--- src/gpp_pkg.sv ---
// Notes on behaviour
// - Direction bit one makes pin output.
// - Direction, level, mask reset to zero.
// - Level write drives output pin value, except on pins owned by a shared function.
// - Output pin read returns driven level.
// - Level writes to input pins ignored.
// - Input pin read returns sampled level.
// - Unmasked pin transition raises interrupt event.
// - Mask zero enables, mask one suppresses.
// - Shared functions update and read levels.
package gpp_pkg;
  localparam int GPP_PINS = 16;
  localparam logic [11:0] GPP_OFS_DIR = 12'h400;
  localparam logic [11:0] GPP_OFS_LEVEL = 12'h404;
  localparam logic [11:0] GPP_OFS_MASK = 12'h408;
  localparam logic [11:0] GPP_OFS_STATUS = 12'h40C;
  localparam logic [15:0] GPP_RST_DIR = 16'h0000;
  localparam logic [15:0] GPP_RST_LEVEL = 16'h0000;
  localparam logic [15:0] GPP_RST_MASK = 16'h0000;
  localparam logic [15:0] GPP_RST_STATUS = 16'h0000;
  localparam logic [31:0] GPP_RD_ZERO = 32'h0000_0000;
  localparam logic [15:0] GPP_UPPER_ZERO = 16'h0000;

  typedef struct packed {
    logic [15:0] value;
    logic [15:0] oe;
  } gpp_pins_out_t;

  typedef struct packed {
    logic [15:0] sel;
    logic [15:0] level;
  } gpp_share_t;

  typedef struct packed {
    logic [15:0] meta;
    logic [15:0] sync;
  } gpp_sync_t;

  typedef struct packed {
    logic [15:0] dir;
    logic [15:0] level_out;
    logic [15:0] mask;
    logic [15:0] status;
    logic [15:0] prev_in;
    logic [31:0] prdata;
    logic pready;
    logic pslverr;
    logic irq;
    gpp_pins_out_t pins;
  } gpp_state_t;
endpackage

--- src/gpp_sync.sv ---
`timescale 1ns/1ns
module gpp_sync
  import gpp_pkg::*;
(
  // Clock and reset
  input wire logic pclk,
  input wire logic presetn,
  // Raw and synchronised levels
  input wire logic [15:0] raw_in,
  output logic [15:0] sync_out
);
  gpp_sync_t st;
  gpp_sync_t next_st;

  always_comb begin
    next_st.meta = raw_in;
    next_st.sync = st.meta;
  end

  always_ff @(posedge pclk or negedge presetn) begin
    if (!presetn) begin
      st <= '0;
    end else begin
      st <= next_st;
    end
  end

  assign sync_out = st.sync;
endmodule

--- src/gpp_port.sv ---
`timescale 1ns/1ns
module gpp_port
  import gpp_pkg::*;
(
  // APB
  input wire logic pclk,
  input wire logic presetn,
  input wire logic psel,
  input wire logic penable,
  input wire logic pwrite,
  input wire logic [11:0] paddr,
  input wire logic [31:0] pwdata,
  input wire logic [3:0] pstrb,
  output logic [31:0] prdata,
  output logic pready,
  output logic pslverr,
  // Interrupt
  output logic irq,
  // General purpose pins
  input wire logic [15:0] pin_in,
  output logic [15:0] pin_out,
  output logic [15:0] pin_oe,
  // Shared serial and local bus functions
  input wire logic [15:0] share_sel,
  input wire logic [15:0] share_level,
  output logic [15:0] share_in
);
  gpp_state_t st;
  gpp_state_t next_st;
  logic [15:0] pin_sync;
  logic [15:0] wr_data;
  logic [15:0] rd_level;
  logic [15:0] edges;
  logic wr_en;
  logic rd_en;

  gpp_sync u_sync (
    .pclk(pclk),
    .presetn(presetn),
    .raw_in(pin_in),
    .sync_out(pin_sync)
  );

  // Byte lanes merged into the low sixteen bits
  always_comb begin
    wr_data = pwdata[15:0];
    if (!pstrb[0]) begin
      wr_data[7:0] = 8'h00;
    end
    if (!pstrb[1]) begin
      wr_data[15:8] = 8'h00;
    end
  end

  assign wr_en = psel && penable && pwrite && !st.pready;
  assign rd_en = psel && penable && !pwrite && !st.pready;
  assign edges = pin_sync ^ st.prev_in;

  // Per pin read-back: output pins show driven level, inputs show pin
  genvar gi;
  generate
    for (gi = 0; gi < GPP_PINS; gi++) begin : g_pin
      assign rd_level[gi] = st.dir[gi] ? st.pins.value[gi] : pin_sync[gi];
    end
  endgenerate

  function automatic logic [15:0] lane_merge(input logic [15:0] old, input logic [15:0] nw,
                                              input logic [3:0] strb);
    logic [15:0] r;
    r = old;
    if (strb[0]) begin
      r[7:0] = nw[7:0];
    end
    if (strb[1]) begin
      r[15:8] = nw[15:8];
    end
    return r;
  endfunction

  always_comb begin
    logic [15:0] lvl_merged;
    lvl_merged = lane_merge(st.level_out, wr_data, pstrb);
    next_st = st;
    next_st.prev_in = pin_sync;
    next_st.pready = 1'b0;
    next_st.pslverr = 1'b0;
    // Shared functions own the level of their selected output pins
    next_st.level_out = (st.level_out & ~(share_sel & st.dir)) | (share_level & share_sel & st.dir);
    if (psel && penable && !st.pready) begin
      next_st.pready = 1'b1;
    end
    if (wr_en) begin
      if (paddr == GPP_OFS_DIR) begin
        next_st.dir = lane_merge(st.dir, wr_data, pstrb);
      end else if (paddr == GPP_OFS_LEVEL) begin
        // Only output pins not owned by a shared function take the write
        next_st.level_out = (next_st.level_out & ~(st.dir & ~share_sel))
                            | (lvl_merged & st.dir & ~share_sel);
      end else if (paddr == GPP_OFS_MASK) begin
        next_st.mask = lane_merge(st.mask, wr_data, pstrb);
      end else if (paddr == GPP_OFS_STATUS) begin
        next_st.status = st.status & ~(wr_data & {{8{pstrb[1]}}, {8{pstrb[0]}}});
      end else begin
        next_st.pslverr = 1'b1;
      end
    end
    // Hardware set wins over a write-one clear in the same cycle
    next_st.status = next_st.status | (edges & ~st.mask);
    if (rd_en) begin
      if (paddr == GPP_OFS_DIR) begin
        next_st.prdata = {GPP_UPPER_ZERO, st.dir};
      end else if (paddr == GPP_OFS_LEVEL) begin
        next_st.prdata = {GPP_UPPER_ZERO, rd_level};
      end else if (paddr == GPP_OFS_MASK) begin
        next_st.prdata = {GPP_UPPER_ZERO, st.mask};
      end else if (paddr == GPP_OFS_STATUS) begin
        next_st.prdata = {GPP_UPPER_ZERO, st.status};
      end else begin
        next_st.prdata = GPP_RD_ZERO;
        next_st.pslverr = 1'b1;
      end
    end
    next_st.pins.oe = next_st.dir;
    next_st.pins.value = next_st.level_out;
    next_st.irq = |(next_st.status & ~next_st.mask);
  end

  always_ff @(posedge pclk or negedge presetn) begin
    if (!presetn) begin
      st.dir <= GPP_RST_DIR;
      st.level_out <= GPP_RST_LEVEL;
      st.mask <= GPP_RST_MASK;
      st.status <= GPP_RST_STATUS;
      st.prev_in <= GPP_RST_LEVEL;
      st.prdata <= GPP_RD_ZERO;
      st.pready <= 1'b0;
      st.pslverr <= 1'b0;
      st.irq <= 1'b0;
      st.pins <= '0;
    end else begin
      st <= next_st;
    end
  end

  assign prdata = st.prdata;
  assign pready = st.pready;
  assign pslverr = st.pslverr;
  assign irq = st.irq;
  assign pin_out = st.pins.value;
  assign pin_oe = st.pins.oe;
  assign share_in = st.prev_in;
endmodule

--- config.mk ---
export PLATFORM = sky130hd
export DESIGN_NAME = gpp_port
export DESIGN_NICKNAME = d
export VERILOG_FILES = /design/src/gpp_pkg.sv /design/src/gpp_sync.sv /design/src/gpp_port.sv
export SDC_FILE = /design/constraint.sdc
export NUM_CORES = 1
export LEC_CHECK = 0
export BUFFER_PORTS_ARGS = -buffer_cell sky130_fd_sc_hd__buf_4
export CORE_ASPECT_RATIO = 0.7
export CORE_MARGIN = 2
export CORE_UTILIZATION = 40
export DETAILED_ROUTE_END_ITERATION = 6
export GPL_TIMING_DRIVEN = 1
export PLACE_DENSITY = 0.68
export SYNTH_ARGS = -nofsm -noshare
export SYNTH_HDL_FRONTEND = slang
export SYNTH_SLANG_ARGS = --single-unit
--- constraint.sdc ---
create_clock -name pclk -period 2.7 [get_ports pclk]
set_input_delay 0.81 -clock pclk [delete_from_list [all_inputs] [get_ports pclk]]
set_output_delay 0.81 -clock pclk [all_outputs]
set_load 0.005 [all_outputs]
### Yosys cells after proc, flatten, opt, wreduce, memory -nomap -nowiden

Cells that the tools add are included.

| word-level totals | value |
|---|---|
| input port bits | 101 |
| flip-flop bits (word level) | 147 |
| output and inout bits | 83 |
| logic and storage cells | 93 |

| cells by class | value |
|---|---|
| bitwise logic cells | 22 |
| multiplexer cells | 44 |
| eq/ne operators | 4 |
| reductions and logical operators | 11 |

Operators by type and width:

| operator | number |
|---|---|
| $and A16 B16 Y16 | 12 |
| $mux W16 | 8 |
| $mux W48 | 2 |
| $not A16 Y16 | 6 |
| $eq A12 B11 Y1 const B | 4 |
| $mux W8 | 6 |
| $or A16 B16 Y16 | 3 |
| $mux W32 | 1 |
| $mux W1 | 27 |
| $reduce_or A16 Y1 | 1 |
| $xor A16 B16 Y16 | 1 |
| $logic_and A1 B1 Y1 | 6 |
| $reduce_and A3 Y1 | 2 |
| $logic_not A1 Y1 | 2 |

### Longest topological paths before layout

Gate-level depths: netlist (run 1).

| logic depth | value |
|---|---|
| word-level depth | 12 |
| gate-level depth with buffers | 9 |

### By module

Synthesis (run 1) repeated with hierarchy kept, for this count alone.

| unflattened totals | value |
|---|---|
| cells, all modules | 635 |
| area total of the unflattened synthesis | 6,379.9 µm² |

Modules (own cells, without submodules):

| module | cells an instance | area each (µm²) | instances | seq. area each (µm²) |
|---|---|---|---|---|
| gpp_port | 603 | 5,579.1 | 1 | 2,477.4 |
| gpp_sync | 32 | 800.8 | 1 | 800.8 |

### Least setup slack after synthesis (run 1)

OpenSTA, ideal clock, no wires.

| timing | value |
|---|---|
| kind | input to register |
| from | in paddr[7] |
| to | reg, netlist name irq |
| cell stages on the path | 7 |
| data arrival time | 2,704 ps |
| setup slack | -152 ps |
| path buffers | 1 |
| cell sequence | or4_4 nor4_4 buf_2 nand3_1 and3b_1 a2111oi_0 nand4_1 |

RTL lines:

| element | RTL line | source |
|---|---|---|
| start: declaration | gpp_port.sv:11 | `input wire logic [11:0] paddr,` |

==> results of run 1 <==
[power by group]
group          total (mW)  switching, mW  internal, mW
Sequential           2.10         0.0522          2.05
Combinational       0.414          0.190         0.224
Clock                2.27          0.884          1.38
[placed cells by master (no fill, tap or decap), drive strengths merged, types with 3 or more instances in the layout]
cell	count
mux2i	4
a21boi	12
o21ai	20
o311a	3
a21oi	17
a22oi	3
nand3	11
o22ai	14
conb	16
o32ai	5
a211oi	19
nand2b	11
buf	210
mux2	16
nor3b	13
a31oi	14
a2111oi	4
o31ai	4
o211ai	16
xnor2	16
clkinvlp	4
dfrtp	131
nor4	3
clkinv	5
a21o	5
nor2	46
o32a	7
nand2	17
inv	29
and2	4
clkbuf	20
and3	3
and3b	7
a221oi	13
[layout make-up]
cell class	instances	area, sq um
fill	1329	7230
sequential	131	3280
multi-input combinational	332	2260
timing repair buffer	210	1660
clock buffer	20	447
tap	200	250
clock inverter	12	131
inverter	28	105
[worst paths after layout]
path / to / start / cells past startpoint / slack (ns)
setup reg to reg: irq / pready / 7 / 0.37
hold / removal: u_sync.sync_out[9] / u_sync.next_st[9] / 0 / 0.35
max in group asynchronous: st[99] / presetn / 2 / 1.71
min in group asynchronous: prdata[3] / presetn / 1 / 0.38
hold reg to reg: u_sync.sync_out[9] / u_sync.next_st[9] / 0 / 0.35
setup / recovery: irq / paddr[4] / 8 / 0.1
[sequential cells by signal, indices dropped and copies added, names as in the netlist, 16 cells and up]
register	flops
pin_out	16
u_sync.sync_out	16
share_in	16
pin_oe	16
u_sync.next_st	16
st	32
prdata	16
[critical path, stage by stage]
cell	delay [ns]
buf_4	0.12
or4_4	0.55
nor4_4	0.27
buf_4	0.26
nand3_1	0.11
and3b_1	0.19
a2111oi_2	0.42
nand4_1	0.13
[synthesized netlist by cell type (14+ instances only)]
library cell	number
dfrtp_1	131
a211oi_1	19
buf_4	81
inv_1	27
nand2_1	17
o211ai_1	16
xnor2_1	16
o22ai_1	14
o21ai_0	20
clkbuf_1	14
a21oi_1	17
a31oi_1	14
mux2_2	16
nor2_1	46
[per-layer routing]
metal | GRT usage | vias up | wire length, um
met5 | 0 | - | 0
met4 | 0.0800 | 0 | 234
met3 | 0.0565 | 21 | 1090
met2 | 0.305 | 176 | 7580
met1 | 0.268 | 2407 | 7410
li1 | - | 2273 | -
[cell families (layout without fill, tap and decap cells)]
group / Yosys count / in the layout / share of synthesized area
flops: 131 / 131 / 0.528
mux: 20 / 20 / 0.0355
buf+inv: 129 / 270 / 0.129
simple gates: 122 / 122 / 0.105
xor+xnor: 16 / 16 / 0.0226
other cells: 1 / 16 / 0.000604
compound gates: 158 / 158 / 0.179
[metrics by stage]
step	hold slack, ns	util	power, mW	setup slack [ns]
after floorplan	0.331	-	2.34	-0.0669
after global placement	0.333	0.490	2.54	-0.292
after detailed placement	0.336	0.490	2.55	-0.399
after CTS	0.347	0.528	4.82	0.0126
after global routing	0.353	0.529	4.96	0.0107
final	0.349	0.529	4.78	0.0990
==> flow_summary.ini, run 1 <==
[min_path]
min_path_type = reg -> reg

[cts]
cts_buffers = 17
clkTransAtPathRegs_ns = 0.06
cts_tree = done
htreeDepth = 4
postCtsHoldBufs = 0
clkLatencyLatePin_ns = 0.42
cts_buffer_depth = 2
cts_sinks = 131
cts_setup_buffers = 0
cts-root-buf = clkbuf_16
cts_resized = 1

[floorplan]
start_util = 0.404
coreArea_sq_um = 15400
die_height_um = 108
std_cell_rows = 38
die_area_sq_um = 16600
fp.dieW_um = 153
num_io_pins = 184

[cells_and_area]
finalNetCount = 821
syn_to_final_growth_pct = 30.8
fin_cells = 933
insertedDiodeCount = 0
drive_gt1_frac = 0.367
finish.instance_area_sq_um = 8120

[timing]
min_period_ns = 2.60
finalHoldViolCount = 0
grt_setup_unrepaired = no
final_max_slew_viol_count = 0
timing.final.crit_share = 0.963
finalClockSkew_ns = 0.0131
worstMarginPinSlew_ns = 0.558
slew_headroom = 0.628
max_freq_ghz = 0.384
setup-tns-final_ns = 0
setup_viol = 0

[flow_run]
drv_cap = 0

[logic_synthesis]
synth-main-ff-cell = dfrtp_1
synthDistinctLibCells = 45
synth_edf_count = 0
yosysSeqAreaShare = 0.528
synthCells = 577
synthArstFlopShare = 1.00
synth_top_cell_area_share = 0.528
syn_avg_cell_area_sq_um = 10.8
synth_top_cells_by_area = dfrtp_1 (53%), buf_4 (9.8%), mux2_2 (2.9%), nor2_1 (2.8%), a211oi_1 (2.3%)
yosysTopAreaCell = dfrtp_1
yosys_warnings = 0
synth_seq_cells = 131
syn-cell-area_sq_um = 6210

[drt]
wl_per_cell_um = 17.5
wl_um = 16300
num_vias = 4877
antenna_left = 0
drt_iter0_markers = 363
drt_pass1_iterations = 5
avgViaCountPerCell = 5.23
drc = 0

[setup_path]
critPathCaptureType = flop
crit_required_ns = 2.97
cp_max_fo = 15
path_class = in -> reg
startpoint_type = primary input
critPathArrivalTime_ns = 2.87

[placed_design]
place_congestion = 0.793
dp_cells = 901
port_buffers = 149
post_dp_cell_area_sq_um = 7530
hpwl_um = 12100

[global_route]
grt.total_usage = 0.199
grt_max_degree = 61
overflow = 0
antenna_found_initial = 0
grt_pass1_wl_um = 25500
grt_pass1_vias = 4814

[power_and_ir_drop]
leakage_nw = 3.75
p_per_area_nw_per_um2 = 589
vdd_drop_max_mv = 0.368

[outcome]
status = complete, no violations
Note: power is estimated with default switching activity, not from simulation.
==> run 2, diff against run 1 <==
--- a/config.mk
+++ b/config.mk
@@ -11,7 +11,9 @@
 export CORE_UTILIZATION = 40
 export DETAILED_ROUTE_END_ITERATION = 6
 export GPL_TIMING_DRIVEN = 1
+export MAX_ROUTING_LAYER = met4
 export PLACE_DENSITY = 0.68
 export SYNTH_ARGS = -nofsm -noshare
 export SYNTH_HDL_FRONTEND = slang
+export SYNTH_HIERARCHICAL = 1
 export SYNTH_SLANG_ARGS = --single-unit
==> run 2 against run 1 <==
Net effect: the run now ends with negative setup slack left; critical path depth is 1 higher; cell area shrank 0.51%; critical endpoint unchanged; clock power is essentially flat; fmax is 5.6% lower; synthesized area increased by 2.7%; sequential power shrank 3%; clock skew about the same; largest cell class unchanged; critical path type unchanged.
==> flow_summary.ini, run 2 <==
[outcome]
status = finished with violations
violations = negative setup slack

[cells_and_area]
final_common_cell = buf_4
finalNetCount = 859
syn_to_final_growth_pct = 26.7
layout_common_cells = buf_4 (187), dfrtp_1 (131), nand2_1 (88)
fin_cells = 972
fin_util = 0.520
regMostFlops = st
largest_reg_flops = 32
drive_gt1_frac = 0.337

[setup_path]
r2r_cells = 8
r2r-start = pready
critPathArrivalTime_ns = 3.03
rrSetupSlack_ns = 0.10
rr_endpoint = irq
cp_max_fo = 3
critPathCaptureType = flop
path_class = in -> reg
crit_required_ns = 2.97
startpoint_type = primary input

[drt]
drt_pass1_iterations = 5
avgViaCountPerCell = 5.16
wl_um = 17000
drc = 0
num_vias = 5013
drt_iter0_markers = 273
antenna_left = 0
wl_per_cell_um = 17.4

[timing]
finalClockSkew_ns = 0.0133
min_period_ns = 2.76
worstMarginPinSlew_ns = 0.604
setup_viol = 1
timing.final.crit_share = 1.02
slew_headroom = 0.593
setup_ws_ns = -0.0562
finalHoldViolCount = 0
max_freq_ghz = 0.363
timing.hold.ws_ns = 0.306
grt_setup_unrepaired = yes
setup-tns-final_ns = -0.0562
final_max_slew_viol_count = 0

[logic_synthesis]
synth_mux_area_frac = 0.0579
syn-cell-area_sq_um = 6380
yosysSeqAreaShare = 0.514
synthAdderAreaFrac = 0
synth_seq_cells = 131
yosys.cell_count.top_type = dfrtp_1
synthArstFlopShare = 1.00
synthTopCellsByCount = dfrtp_1 (131), nand2_1 (88), buf_4 (82), o21ai_0 (82), a21oi_1 (25)
synthCells = 635
yosysTopAreaCell = dfrtp_1
synth_xor_area_frac = 0.0220
synth_edf_count = 0
synth_top_cells_by_area = dfrtp_1 (51%), buf_4 (9.6%), o21ai_0 (6.4%), nand2_1 (5.2%), mux2_2 (3.4%)
synth-main-ff-cell = dfrtp_1
yosys_warnings = 6
syn_avg_cell_area_sq_um = 10.0
synth_top_family_by_area = compound AO/OA/AOI/OAI gates
synth_top_cell_area_share = 0.514
synth_compound_area_frac = 0.164
synthDistinctLibCells = 57
synth-simple-area-share = 0.116

[global_route]
overflow = 0
grt_max_degree = 47
grt_pass1_wl_um = 26600
grt.total_usage = 0.213
antenna_found_initial = 0
grt_pass1_vias = 5092

[power_and_ir_drop]
p_per_area_nw_per_um2 = 577
total_power_mw = 4.67
vdd_drop_max_mv = 0.417
leakage_nw = 3.82

[cts]
htreeDepth = 4
cts_tree = done
postCtsHoldBufs = 0
cts_buffers = 17
clkTransAtPathRegs_ns = 0.06
cts_sinks = 131
clkLatencyLatePin_ns = 0.42
cts_buffer_depth = 2
cts-root-buf = clkbuf_16

[floorplan]
die_height_um = 110
std_cell_rows = 38
die_area_sq_um = 17000
fp.dieW_um = 155
num_io_pins = 184
start_util = 0.410
coreArea_sq_um = 15500

[flow_run]
drv_cap = 0

[placed_design]
dp_cells = 934
port_buffers = 149
hpwl_um = 12500
place_congestion = 0.834

[min_path]
min_path_type = in -> async
==> run 2: cell count changes in the layout (fill, tap and decap cells not counted), sizes merged, moves of 13 or more <==
cell    before  now
a221oi      13    0
buf        210  192
nand2       17   88
nor2        46   21
nor3b       13    0
o21ai       20   86
==> run 2: cell type report <==
cell class                 instances  area (sq um)
tap                              200           250
fill                            1437          7460
clock buffer                      18           439
inverter                          24          90.1
sequential                       131          3280
antenna                            1          2.50
timing repair buffer             192          1470
clock inverter                    14           151
multi-input combinational        392          2400
==> run 2: stage by stage <==
step,setup WS (ns),area (sq um)
global placement,-0.502,7410
CTS,0.00303,8050
floorplan,-0.281,6440
detailed placement,-0.530,7410
finish,-0.0562,8080
global route,-0.0812,8080
==> run 2: kinds of logic after synthesis <==
| logic type | Yosys count |
|---|---|
| xor+xnor | 16 |
| simple gates | 150 |
| compound gates | 176 |
| mux | 34 |
| buf+inv | 127 |
| flops | 131 |
| other cells | 1 |
==> run 2: how the worst max path moves through the flow <==
stage                     end  slack (ns)     start
after floorplan           irq       -0.28  paddr[6]
after global placement    irq       -0.50  paddr[6]
after detailed placement  irq       -0.53  paddr[6]
after CTS                 irq       0.003  paddr[8]
after global routing      irq       -0.08  paddr[6]
final                     irq       -0.06  paddr[6]
==> run 2: worst max-delay path, stage by stage <==
cell and delay (ns):
buf_4 0.12, nor4_4 0.32, buf_4 0.17, nand3_2 0.07
or3_4 0.39, mux2i_1 0.16, a22o_1 0.23, a211o_1 0.25
or4_1 0.51
==> run 2: what timing repair did <==
action | in CTS | in global routing
buffers inserted | 2 | 2
pin swaps | 3 | 2
gates cloned | 1 | 0
setup endpoints to repair | 1 | 1
hold endpoints to repair | 0 | 0
gates resized for setup | 6 | 3
==> run 2: metal layers <==
| layer | GRT usage | vias up | share of wire |
|---|---|---|---|
| met4 | 0.0661 | 0 | 0.0075 |
| met3 | 0.0441 | 11 | 0.058 |
| met2 | 0.325 | 169 | 0.47 |
| met5 | - | - | 0 |
| met1 | 0.288 | 2475 | 0.47 |
| li1 | - | 2358 | - |
==> run 2: where the power goes <==
group	switching, mW	internal [mW]	total, mW
combinational	0.185	0.158	0.344
sequential	0.0272	2.00	2.03
clock	0.901	1.39	2.29
